File: config.mk
export PLATFORM = sky130hd
export DESIGN_NAME = rtb_timer
export DESIGN_NICKNAME = d
export VERILOG_FILES = /design/src/verilog/rtb_pkg.sv /design/src/verilog/rtb_timer.sv /design/src/verilog/rtb_prescale.sv /design/src/verilog/rtb_fall_det.sv
export SDC_FILE = /design/constraint.sdc
export NUM_CORES = 1
export LEC_CHECK = 0
export BUFFER_PORTS_ARGS = -buffer_cell sky130_fd_sc_hd__buf_4
export CAP_MARGIN = 20
export CORE_UTILIZATION = 47
export CTS_BUF_LIST = sky130_fd_sc_hd__clkbuf_8 sky130_fd_sc_hd__clkbuf_16
export CTS_CLUSTER_SIZE = 24
export DETAILED_ROUTE_END_ITERATION = 12
export GPL_TIMING_DRIVEN = 0
export PLACE_DENSITY = 0.76
export RECOVER_POWER = 100
export SKIP_CTS_REPAIR_TIMING = 1
export SLEW_MARGIN = 20
export SYNTH_ARGS = -nofsm -noshare
export SYNTH_HDL_FRONTEND = slang
export SYNTH_SLANG_ARGS = --single-unit
File: constraint.sdc
create_clock -name CLK_SYS -period 1.8 [get_ports CLK_SYS]
set_input_delay 0.36 -clock CLK_SYS [delete_from_list [all_inputs] [get_ports CLK_SYS]]
set_output_delay 0.36 -clock CLK_SYS [all_outputs]
set_load 0.005 [all_outputs]
File: src/verilog/rtb_pkg.sv
// rtb_pkg: constants and types shared by the reload timer block
// assumes one 40 MHz system clock and a word-indexed avalon register map
package rtb_pkg;

    // register indices, byte address = 4 * index
    localparam logic [5:0] IDX_IRQ_STATUS = 6'h02;
    localparam logic [5:0] IDX_MODE_ONE   = 6'h09;
    localparam logic [5:0] IDX_RELOAD_LO  = 6'h0A;
    localparam logic [5:0] IDX_RELOAD_HI  = 6'h0B;
    localparam logic [5:0] IDX_OUT_MODE   = 6'h13;
    localparam logic [5:0] IDX_PIN_FN     = 6'h25;
    localparam logic [5:0] IDX_IRQ_MASK   = 6'h30;

    // field positions
    localparam int POS_RELOAD   = 3;
    localparam int POS_OVF_FLAG = 0;
    localparam int POS_EV_PIN   = 0;

    // reset values
    localparam logic [3:0] RST_MODE_ONE  = 4'h0;
    localparam logic [3:0] RST_RELOAD_LO = 4'h0;
    localparam logic [1:0] RST_OUT_MODE  = 2'h0;
    localparam logic [3:0] RST_PIN_FN    = 4'h0;
    localparam logic [7:0] RST_COUNT     = 8'h00;

    // counter limits
    localparam logic [7:0] CNT_TOP  = 8'hFF;
    localparam logic [7:0] CNT_WRAP = 8'h00;

    // clock select codes and prescaler tap widths (period = 2**width)
    localparam logic [2:0] CSEL_EXT  = 3'h7;
    localparam logic [3:0] TAP_2048  = 4'hB;
    localparam logic [3:0] TAP_512   = 4'h9;
    localparam logic [3:0] TAP_128   = 4'h7;
    localparam logic [3:0] TAP_32    = 4'h5;
    localparam logic [3:0] TAP_8     = 4'h3;
    localparam logic [3:0] TAP_4     = 4'h2;
    localparam logic [3:0] TAP_2     = 4'h1;
    localparam int         PRESC_W   = 11;

    // output modes
    localparam logic [1:0] OMODE_PORT   = 2'h0;
    localparam logic [1:0] OMODE_TOGGLE = 2'h1;
    localparam logic [1:0] OMODE_LOW    = 2'h2;
    localparam logic [1:0] OMODE_HIGH   = 2'h3;

    // a mode write settles two instruction cycles after the previous one
    localparam logic [1:0] MODE_SETTLE_CYC = 2'h2;

    typedef struct packed {
        logic       reload;
        logic [2:0] clk_sel;
    } rtb_mode_s;

endpackage

File: src/verilog/rtb_timer.sv
// rtb_timer: 8-bit reload timer with event input, output pin and irq
// assumes an avalon-mm master on CLK_SYS and a synchronous low reset
// Overview of operation
// - count up per tick, overflow reloads or wraps
// - overflow sets sticky flag, cleared by software
// - event mode counts falling edges of pin
// - low three mode bits choose prescaler tap, code 7 selects event input
// - mode register write-only, reset zero, bit3 reload
// - mode writes settle two cycles after previous
// - two-bit output mode register, read-write, reset zero
// - nonzero output mode claims pin, level resets low
// - toggle mode inverts output on overflow
// - force-low mode drives output low on overflow
// - force-high mode drives output high on overflow
// - reload nibbles write-only, low resets zero
// - low write holds, high write loads counter
// - high write alone loads written nibble over stored low nibble
// - high read latches low nibble for later read
// - pin function register four bits, reset zero
//
// Local design decision: the Avalon-MM interface to the registers.
`timescale 1ns/100ps
`default_nettype none
module rtb_timer (
    input  wire logic        CLK_SYS,
    input  wire logic        RSTN,
    input  wire logic [7:0]  AVS_ADDRESS,
    input  wire logic        AVS_READ,
    input  wire logic        AVS_WRITE,
    input  wire logic [31:0] AVS_WRITEDATA,
    input  wire logic [3:0]  AVS_BYTEENABLE,
    output logic [31:0]      AVS_READDATA,
    output logic             AVS_WAITREQUEST,
    input  wire logic        EVENT_INPUT_PIN,
    output logic             TIMER_OUTPUT_PIN,
    output logic             TIMER_OUTPUT_SEL,
    output logic [3:0]       PIN_FUNCTION,
    output logic             IRQ
);
    logic                  ack_reg;
    logic [31:0]           rdata_reg;
    logic [7:0]            count_reg;
    logic [7:0]            count_next;
    logic [3:0]            lat_lo_reg;
    logic [3:0]            rl_lo_reg;
    logic [3:0]            rl_hi_reg;
    rtb_pkg::rtb_mode_s    mode_reg;
    rtb_pkg::rtb_mode_s    pend_reg;
    logic [1:0]            settle_reg;
    logic [1:0]            omode_reg;
    logic [3:0]            pinfn_reg;
    logic                  out_reg;
    logic                  out_next;
    logic                  flag_reg;
    logic                  mask_reg;

    logic                  acc;
    logic [5:0]            idx;
    logic                  wr;
    logic                  rd;
    logic [3:0]            wnib;
    logic                  wr_mode;
    logic                  wr_lo;
    logic                  wr_hi;
    logic                  wr_omode;
    logic                  wr_pinfn;
    logic                  wr_stat;
    logic                  wr_mask;
    logic                  rd_hi;
    logic                  presc_tick;
    logic                  ev_fall;
    logic                  ev_tick;
    logic                  tick;
    logic                  ovf;
    logic [7:0]            reload_val;
    logic [31:0]           rdata_sel;

    // bus decode: every access gets exactly one wait cycle
    assign acc      = (AVS_READ | AVS_WRITE) & ~ack_reg;
    assign idx      = AVS_ADDRESS[7:2];
    assign wr       = acc & AVS_WRITE & AVS_BYTEENABLE[0];
    assign rd       = acc & AVS_READ;
    assign wnib     = AVS_WRITEDATA[3:0];
    assign wr_mode  = wr & (idx == rtb_pkg::IDX_MODE_ONE);
    assign wr_lo    = wr & (idx == rtb_pkg::IDX_RELOAD_LO);
    assign wr_hi    = wr & (idx == rtb_pkg::IDX_RELOAD_HI);
    assign wr_omode = wr & (idx == rtb_pkg::IDX_OUT_MODE);
    assign wr_pinfn = wr & (idx == rtb_pkg::IDX_PIN_FN);
    assign wr_stat  = wr & (idx == rtb_pkg::IDX_IRQ_STATUS);
    assign wr_mask  = wr & (idx == rtb_pkg::IDX_IRQ_MASK);
    assign rd_hi    = rd & (idx == rtb_pkg::IDX_RELOAD_HI);

    assign AVS_WAITREQUEST = (AVS_READ | AVS_WRITE) & ~ack_reg;
    assign AVS_READDATA    = rdata_reg;

    // mode and pin function registers read as zero, as do unmapped words; the high reload word reads the counter, the low one its latch
    assign rdata_sel =
        (idx == rtb_pkg::IDX_RELOAD_HI)  ? {28'h0000000, count_reg[7:4]} :
        (idx == rtb_pkg::IDX_RELOAD_LO)  ? {28'h0000000, lat_lo_reg} :
        (idx == rtb_pkg::IDX_OUT_MODE)   ? {30'h0000000, omode_reg} :
        (idx == rtb_pkg::IDX_IRQ_STATUS) ? {31'h0000000, flag_reg} :
        (idx == rtb_pkg::IDX_IRQ_MASK)   ? {31'h0000000, mask_reg} :
        32'h00000000;

    rtb_prescale u_presc (
        .clk_sys (CLK_SYS),
        .rstn    (RSTN),
        .clk_sel (mode_reg.clk_sel),
        .tick    (presc_tick)
    );

    rtb_fall_det u_evdet (
        .clk_sys (CLK_SYS),
        .rstn    (RSTN),
        .pin     (EVENT_INPUT_PIN),
        .fall    (ev_fall)
    );

    // event edges count only once the pin is handed to the timer
    assign ev_tick = ev_fall & pinfn_reg[rtb_pkg::POS_EV_PIN];
    assign tick    = (mode_reg.clk_sel == rtb_pkg::CSEL_EXT) ? ev_tick
                   : presc_tick;
    assign ovf     = tick & (count_reg == rtb_pkg::CNT_TOP);
    assign reload_val = {rl_hi_reg, rl_lo_reg};

    // a software load wins over a coinciding tick
    always_comb begin
        count_next = count_reg;
        if (wr_hi) begin
            count_next = {wnib, rl_lo_reg};
        end else if (ovf) begin
            count_next = mode_reg.reload ? reload_val
                       : rtb_pkg::CNT_WRAP;
        end else if (tick) begin
            count_next = count_reg + 8'h01;
        end
    end

    // force modes are one-shot; software must pick the opposite level
    always_comb begin
        out_next = out_reg;
        if (ovf) begin
            case (omode_reg)
                rtb_pkg::OMODE_TOGGLE: out_next = ~out_reg;
                rtb_pkg::OMODE_LOW:    out_next = 1'b0;
                rtb_pkg::OMODE_HIGH:   out_next = 1'b1;
                default:               out_next = out_reg;
            endcase
        end
    end

    assign TIMER_OUTPUT_PIN = out_reg;
    assign TIMER_OUTPUT_SEL = (omode_reg != rtb_pkg::OMODE_PORT);
    assign PIN_FUNCTION     = pinfn_reg;
    assign IRQ              = flag_reg & mask_reg;

    always_ff @(posedge CLK_SYS) begin
        if (!RSTN) begin
            ack_reg   <= 1'b0;
            rdata_reg <= 32'h00000000;
        end else begin
            ack_reg   <= acc;
            rdata_reg <= rd ? rdata_sel : rdata_reg;
        end
    end

    always_ff @(posedge CLK_SYS) begin
        if (!RSTN) begin
            count_reg  <= rtb_pkg::RST_COUNT;
            lat_lo_reg <= 4'h0;
            out_reg    <= 1'b0;
        end else begin
            count_reg  <= count_next;
            lat_lo_reg <= rd_hi ? count_reg[3:0] : lat_lo_reg;
            out_reg    <= out_next;
        end
    end

    // a new mode waits in pend_reg until the settle count runs out
    always_ff @(posedge CLK_SYS) begin
        if (!RSTN) begin
            mode_reg   <= rtb_pkg::RST_MODE_ONE;
            pend_reg   <= rtb_pkg::RST_MODE_ONE;
            settle_reg <= 2'h0;
        end else if (wr_mode) begin
            pend_reg   <= wnib;
            settle_reg <= rtb_pkg::MODE_SETTLE_CYC;
        end else if (settle_reg != 2'h0) begin
            settle_reg <= settle_reg - 2'h1;
            mode_reg   <= (settle_reg == 2'h1) ? pend_reg : mode_reg;
        end
    end

    always_ff @(posedge CLK_SYS) begin
        if (!RSTN) begin
            rl_lo_reg <= rtb_pkg::RST_RELOAD_LO;
            omode_reg <= rtb_pkg::RST_OUT_MODE;
            pinfn_reg <= rtb_pkg::RST_PIN_FN;
            mask_reg  <= 1'b0;
        end else begin
            rl_lo_reg <= wr_lo ? wnib : rl_lo_reg;
            omode_reg <= wr_omode ? wnib[1:0] : omode_reg;
            pinfn_reg <= wr_pinfn ? wnib : pinfn_reg;
            mask_reg  <= wr_mask ? wnib[0] : mask_reg;
        end
    end

    // upper reload nibble has no reset; software must write it before any reload
    always_ff @(posedge CLK_SYS) begin
        rl_hi_reg <= wr_hi ? wnib : rl_hi_reg;
    end

    // an overflow in the clearing cycle keeps the flag set
    always_ff @(posedge CLK_SYS) begin
        if (!RSTN) begin
            flag_reg <= 1'b0;
        end else if (ovf) begin
            flag_reg <= 1'b1;
        end else if (wr_stat && wnib[rtb_pkg::POS_OVF_FLAG]) begin
            flag_reg <= 1'b0;
        end
    end
endmodule
`default_nettype wire

File: src/verilog/rtb_prescale.sv
// rtb_prescale: free-running divider giving a one-cycle tap pulse
// assumes the tap code is stable or changes only at settle points
`timescale 1ns/100ps
`default_nettype none
module rtb_prescale (
    input  wire logic       clk_sys,
    input  wire logic       rstn,
    input  wire logic [2:0] clk_sel,
    output logic            tick
);
    logic [rtb_pkg::PRESC_W-1:0] div_reg;
    logic [3:0]                  tap_w;
    logic [rtb_pkg::PRESC_W-1:0] tap_mask;

    function automatic logic [3:0] tap_of(input logic [2:0] s);
        case (s)
            3'h0:    tap_of = rtb_pkg::TAP_2048;
            3'h1:    tap_of = rtb_pkg::TAP_512;
            3'h2:    tap_of = rtb_pkg::TAP_128;
            3'h3:    tap_of = rtb_pkg::TAP_32;
            3'h4:    tap_of = rtb_pkg::TAP_8;
            3'h5:    tap_of = rtb_pkg::TAP_4;
            default: tap_of = rtb_pkg::TAP_2;
        endcase
    endfunction

    assign tap_w    = tap_of(clk_sel);
    assign tap_mask = ~({rtb_pkg::PRESC_W{1'b1}} << tap_w);
    // pulse once per period when the low bits are all ones
    assign tick     = ((div_reg & tap_mask) == tap_mask);

    always_ff @(posedge clk_sys) begin
        if (!rstn) begin
            div_reg <= '0;
        end else begin
            div_reg <= div_reg + 1'b1;
        end
    end
endmodule
`default_nettype wire

File: src/verilog/rtb_fall_det.sv
// rtb_fall_det: two-stage synchroniser and falling edge pulse
// assumes pulses on the pin last at least two system clocks
`timescale 1ns/100ps
`default_nettype none
module rtb_fall_det (
    input  wire logic clk_sys,
    input  wire logic rstn,
    input  wire logic pin,
    output logic      fall
);
    logic s1_reg;
    logic s2_reg;
    logic s3_reg;

    // only s2 and s3 feed the edge gate
    assign fall = s3_reg & ~s2_reg;

    always_ff @(posedge clk_sys) begin
        if (!rstn) begin
            s1_reg <= 1'b1;
            s2_reg <= 1'b1;
            s3_reg <= 1'b1;
        end else begin
            s1_reg <= pin;
            s2_reg <= s1_reg;
            s3_reg <= s2_reg;
        end
    end
endmodule
`default_nettype wire

==> results of run 1 <==
-- power by group through the flow --
| stage | logic, mW | clock network (mW) | registers (mW) |
|---|---|---|---|
| 2_1_floorplan | 0.131 | 0 | 1.35 |
| 3_3_place_gp | 0.198 | 0 | 1.35 |
| 3_5_place_dp | 0.201 | 0 | 1.35 |
| 4_1_cts | 0.202 | 1.32 | 1.33 |
| 5_1_grt | 0.231 | 1.38 | 1.32 |
| 6_report | 0.203 | 1.30 | 1.32 |
-- Yosys cell counts (all sizes together), types with 4 or more instances --
master / number / area, µm²
a21boi: 11 / 82.6
a31oi: 9 / 56.3
and2: 12 / 77.6
and3: 9 / 56.3
buf: 33 / 244
clkbuf: 12 / 77.6
dfxtp: 54 / 1080
edfxtp: 4 / 120
mux2i: 20 / 200
nand2: 25 / 93.8
nand2b: 6 / 37.5
nand3: 25 / 125
nor2: 15 / 56.3
nor2b: 22 / 138
nor3: 6 / 30.0
nor3b: 5 / 42.5
o21ai: 11 / 55.1
or3: 4 / 25.0
xnor2: 5 / 43.8
xor2: 4 / 35.0
-- area by class of cell --
cell class                 instances  area [µm²]
sequential                        58        1220
tap                               77        96.3
clock inverter                     4        47.5
multi-input combinational        261        1670
inverter                           1        6.26
clock buffer                      12         176
fill                             563        2550
timing repair buffer              29         199
buffer                            46         347
-- kinds of logic after synthesis --
| family | share of synthesized area, % |
|---|---|
| xor+xnor | 2.57 |
| compound gates | 14.3 |
| fa+ha+maj | 0.817 |
| other cells | 0.122 |
| mux | 6.53 |
| flops | 39.2 |
| simple gates | 25.5 |
| buf+inv | 10.9 |
-- path summary, 6_finish.rpt --
| kind | cells after the start | to |
|---|---|---|
| min reg2reg | 1 | u_evdet.s2_reg |
| max | 6 | count_reg[5] |
| max reg2reg | 6 | count_reg[5] |
| min | 2 | u_evdet.s1_reg |
-- critical path, cell delays in order (launching register included) --
cell     delay, ns
dfxtp_4       0.37
and3_4        0.20
a31oi_1       0.08
or3_4         0.39
buf_6         0.14
a221o_1       0.33
a31oi_1       0.15
-- metrics by stage --
stage          hold WS, ns  TNS (ns)  setup WS, ns  util [%]
6_report             0.203         0        0.0598      59.7
5_1_grt              0.201   -0.0162       -0.0118      59.7
4_1_cts              0.196     -1.51        -0.231      58.2
3_5_place_dp         0.396     -2.05        -0.318      54.6
3_3_place_gp         0.392     -1.20        -0.251      54.6
2_1_floorplan        0.386         0         0.104         -
-- routing by layer --
layer | track usage [%] | share of wire, % | up-vias | wire [µm]
met3 | 6.81 | 5.5 | 12 | 394
met4 | 7.41 | 1.4 | 0 | 100
li1 | - | - | 1293 | -
met2 | 39.2 | 50 | 107 | 3580
met5 | 0 | 0 | - | 0
met1 | 28.2 | 43 | 1216 | 3110
==> impl_metrics.ini, run 1 <==
[worst_setup_path]
worstPathRequired_ns = 2.06
arrival_ns = 2.00
cp-start-kind = flip-flop
crit_fanout = 5
r2r-start = u_presc.div_reg[2]
crit_type = reg2reg
setup.worst_path.start = u_presc.div_reg[2]
end_kind = flip-flop
ff2ff_setup_slack_ns = 0.06

[floorplanning]
core_area_um2 = 6310
die_y_um = 82.7
row_count = 29
fp.dieW_um = 82.7
start_util_pct = 48.5
die-area_um2 = 6850
io_pins = 89

[power_and_ir_drop]
power_frac_clock_pct = 45.9
power_density_nw_per_um2 = 749
switchingPower_mw = 0.619
switching_share_pct = 21.9
p_comb_share_pct = 7.2
p_leak_nw = 1.51
internal_power_mw = 2.20
ir_drop_uv = 650
seq_power_share_pct = 46.9
fin_total_pwr_mw = 2.82

[drt]
ant_nets = 0
drt-vias-per-instance = 5.39
drtIter0Drc = 143
vias = 2628
remaining_drc_errors = 0
dr.pass1.iters = 4
wl_per_cell_um = 14.7
drt-total-wl_mm = 7.18

[grt]
antenna_found_initial = 0
overflow = 0
grtUsageTotal_pct = 23.2
grt_pass1_vias = 2415
grt_pass1_wl_mm = 11.7
grt_max_degree = 14

[layout]
drive_above_1_share_pct = 24.3
final_cell_mix = dfxtp_1 (45), buf_4 (44), conb_1 (28), nand2_1 (25), nand3_1 (24)
largest_register_ff_count = 11
antenna_cells = 0
final_common_cell = dfxtp_1
final_cell_area_um2 = 3770
final_nets = 457
areaGrowthSynthToFinish_pct = 22.9
finalNonFillerCells = 488

[logic_synthesis]
syn_area_um2 = 3060
yosysSeqAreaShare_pct = 39.2
synth_edf_count = 4
synthCells = 339
ys_warn_count = 0
synth_top_flop_cell = dfxtp_1
yosysUniqueCellTypes = 57
ys_async_sr_fraction_pct = 0
synth_seq_cells = 58
avgSynthCellArea_um2 = 9.04

[sta]
setup_viol = 0
slew_viol_final = 0
slew_headroom_pct = 50.9
rsz0062_at_grt = true
fmax_mhz = 575
hold_viol = 0
min_period_ns = 1.74
fin_crit_sh_pct = 96.7
worst_pin_slew_ns = 0.726
clock-skew-final_ns = 0.00590

[hold_path]
min-delay-start = EVENT_INPUT_PIN
hold_path.class = in2reg

[clocking]
cts_buffer_depth = 2
worstSkewPairLatency_ns = 0.34
cts_root_buf = clkbuf_8
cts.reportedPaths.clkPinSlew_ns = 0.07
cts.htree.levels = 3
tritoncts = done
cts_made_buffers = 9
cts.sink_count = 58

[job]
drv_cap = 0

[place]
dp.cells = 468
io_buffers = 25
dp_hpwl_mm = 5.06
gp_congestion = 0.915
postPlaceCellArea_um2 = 3450

[run_status]
outcome = complete, no violations
Note: power is estimated with default switching activity, not from simulation.
==> inputs of run 2 (changes only) <==
--- a/config.mk
+++ b/config.mk
@@ -7,12 +7,14 @@
 export LEC_CHECK = 0
 export BUFFER_PORTS_ARGS = -buffer_cell sky130_fd_sc_hd__buf_4
 export CAP_MARGIN = 20
-export CORE_UTILIZATION = 47
+export CELL_PAD_IN_SITES_DETAIL_PLACEMENT = 0
+export CELL_PAD_IN_SITES_GLOBAL_PLACEMENT = 1
+export CORE_UTILIZATION = 35
 export CTS_BUF_LIST = sky130_fd_sc_hd__clkbuf_8 sky130_fd_sc_hd__clkbuf_16
 export CTS_CLUSTER_SIZE = 24
 export DETAILED_ROUTE_END_ITERATION = 12
 export GPL_TIMING_DRIVEN = 0
-export PLACE_DENSITY = 0.76
+export PLACE_DENSITY_LB_ADDON = 0.1
 export RECOVER_POWER = 100
 export SKIP_CTS_REPAIR_TIMING = 1
 export SLEW_MARGIN = 20
==> impl_metrics.ini, run 2 (synthesized netlist as in run 1, its figures left out) <==
[clocking]
cts.reportedPaths.clkPinSlew_ns = 0.06
worstSkewPairLatency_ns = 0.34
cts.htree.levels = 3
tritoncts = done
cts_made_buffers = 9
cts.sink_count = 58
cts_buffer_depth = 2
cts_root_buf = clkbuf_8

[layout]
largest_register_ff_count = 11
areaGrowthSynthToFinish_pct = 23.4
final_nets = 463
antenna_cells = 0
drive_above_1_share_pct = 24.5
finalNonFillerCells = 522
final_cell_mix = buf_4 (51), dfxtp_1 (45), conb_1 (28), nand2_1 (25), nand3_1 (24)
final_common_cell = buf_4

[worst_setup_path]
path_buf_inv = 1
critPathSlowestCell = or3_4
crit_path_end = count_reg[5]
crit_type = reg2reg
cpMostUsedCell = a31oi_1
end_kind = flip-flop
cp-start-kind = flip-flop
path_depth = 6
cp_cell_sequence = and3_4 -> a31oi_1 -> or3_4 -> buf_6 -> a221o_1 -> a31oi_1
critPathMaxStageDelay_ns = 0.40
r2r_end = count_reg[5]
r2r_cells = 6
r2r-start = u_presc.div_reg[2]
ff2ff_setup_slack_ns = 0.05
cpLargestDelayFamily = simple AND/OR/NAND/NOR gates
crit_fanout = 5
setup.worst_path.start = u_presc.div_reg[2]
arrival_ns = 2.01
worstPathRequired_ns = 2.05

[sta]
clock-skew-final_ns = 0.00941
worst_pin_slew_ns = 0.714
slew_headroom_pct = 51.7
tns_ns = 0
slew_viol_final = 0
fin_crit_sh_pct = 97.3
setup_viol = 0
rsz0062_at_grt = true
hold_ws_ns = 0.204
fmax_mhz = 571
hold_viol = 0
min_period_ns = 1.75

[floorplanning]
core_area_um2 = 8340
io_pins = 89
die_y_um = 95.6
die-area_um2 = 9130
row_count = 33
fp.dieW_um = 95.6
start_util_pct = 36.7

[place]
gp_congestion = 0.783
io_buffers = 25
dp.cells = 496
dp_hpwl_mm = 5.50

[grt]
grtUsageTotal_pct = 18.3
grt_max_degree = 14
grt_pass1_vias = 2435
grt_pass1_wl_mm = 12.3
overflow = 0
antenna_found_initial = 0

[drt]
wl_per_cell_um = 14.6
drt-total-wl_mm = 7.63
vias = 2555
dr.pass1.iters = 4
ant_nets = 0
drt-vias-per-instance = 4.89
remaining_drc_errors = 0
drtIter0Drc = 92

[power_and_ir_drop]
fin_total_pwr_mw = 2.53
power_frac_clock_pct = 39.7
seq_power_share_pct = 52.3
switchingPower_mw = 0.607
internal_power_mw = 1.92
p_comb_share_pct = 8.0
p_leak_nw = 1.52
switching_share_pct = 24.0
power_density_nw_per_um2 = 668
ir_drop_uv = 336

[job]
drv_cap = 0

[hold_path]
hold_path.class = in2reg

[run_status]
outcome = complete, no violations
[run 2: cell count changes in the layout (fill, tap and decap cells not counted), sizes merged]
cell	before	now
bufinv	1	0
buf	49	57
inv	2	4
clkinv	2	3
clkbuf	37	33
[run 2: metrics by stage]
stage          util [%]  area [µm²]  worst slack [ns]
2_1_floorplan         -        3170             0.104
3_3_place_gp       41.8        3480            -0.323
3_5_place_dp       41.8        3480            -0.361
4_1_cts            43.7        3650            -0.287
5_1_grt            45.3        3780           -0.0421
6_report           45.3        3780            0.0485
[run 2: worst min path at each step]
stage,end,slack [ns],cells past startpoint,start
finish,u_evdet.s1_reg,0.20,2,EVENT_INPUT_PIN
detailed placement,u_evdet.s2_reg,0.40,1,u_evdet.s1_reg
CTS,u_evdet.s1_reg,0.19,2,EVENT_INPUT_PIN
floorplan,u_evdet.s2_reg,0.39,1,u_evdet.s1_reg
global placement,u_evdet.s2_reg,0.39,1,u_evdet.s1_reg
global route,u_evdet.s1_reg,0.19,2,EVENT_INPUT_PIN
[run 2: power by group through the flow]
stage	logic, mW	registers (mW)	clock network, mW
final	0.201	1.32	1.00
after global routing	0.228	1.32	1.09
after CTS	0.206	1.33	1.04
after detailed placement	0.206	1.36	0
after global placement	0.205	1.36	0
after floorplan	0.131	1.35	0
[run 2: layout make-up]
class | count | area [µm²]
buffer | 46 | 348
clock buffer | 10 | 138
clock inverter | 6 | 26.3
fill | 866 | 4560
inverter | 1 | 6.26
multi-input combinational | 261 | 1670
sequential | 58 | 1220
tap | 105 | 131
timing repair buffer | 35 | 236
[run 2: metal layers]
layer  track usage [%]  vias up  share of wire, %
li1                  -     1302                 -
met4              6.72        0               1.7
met1              22.8     1182                47
met2              29.7       61                47
met3              5.34       10               4.4
met5                 0        -                 0
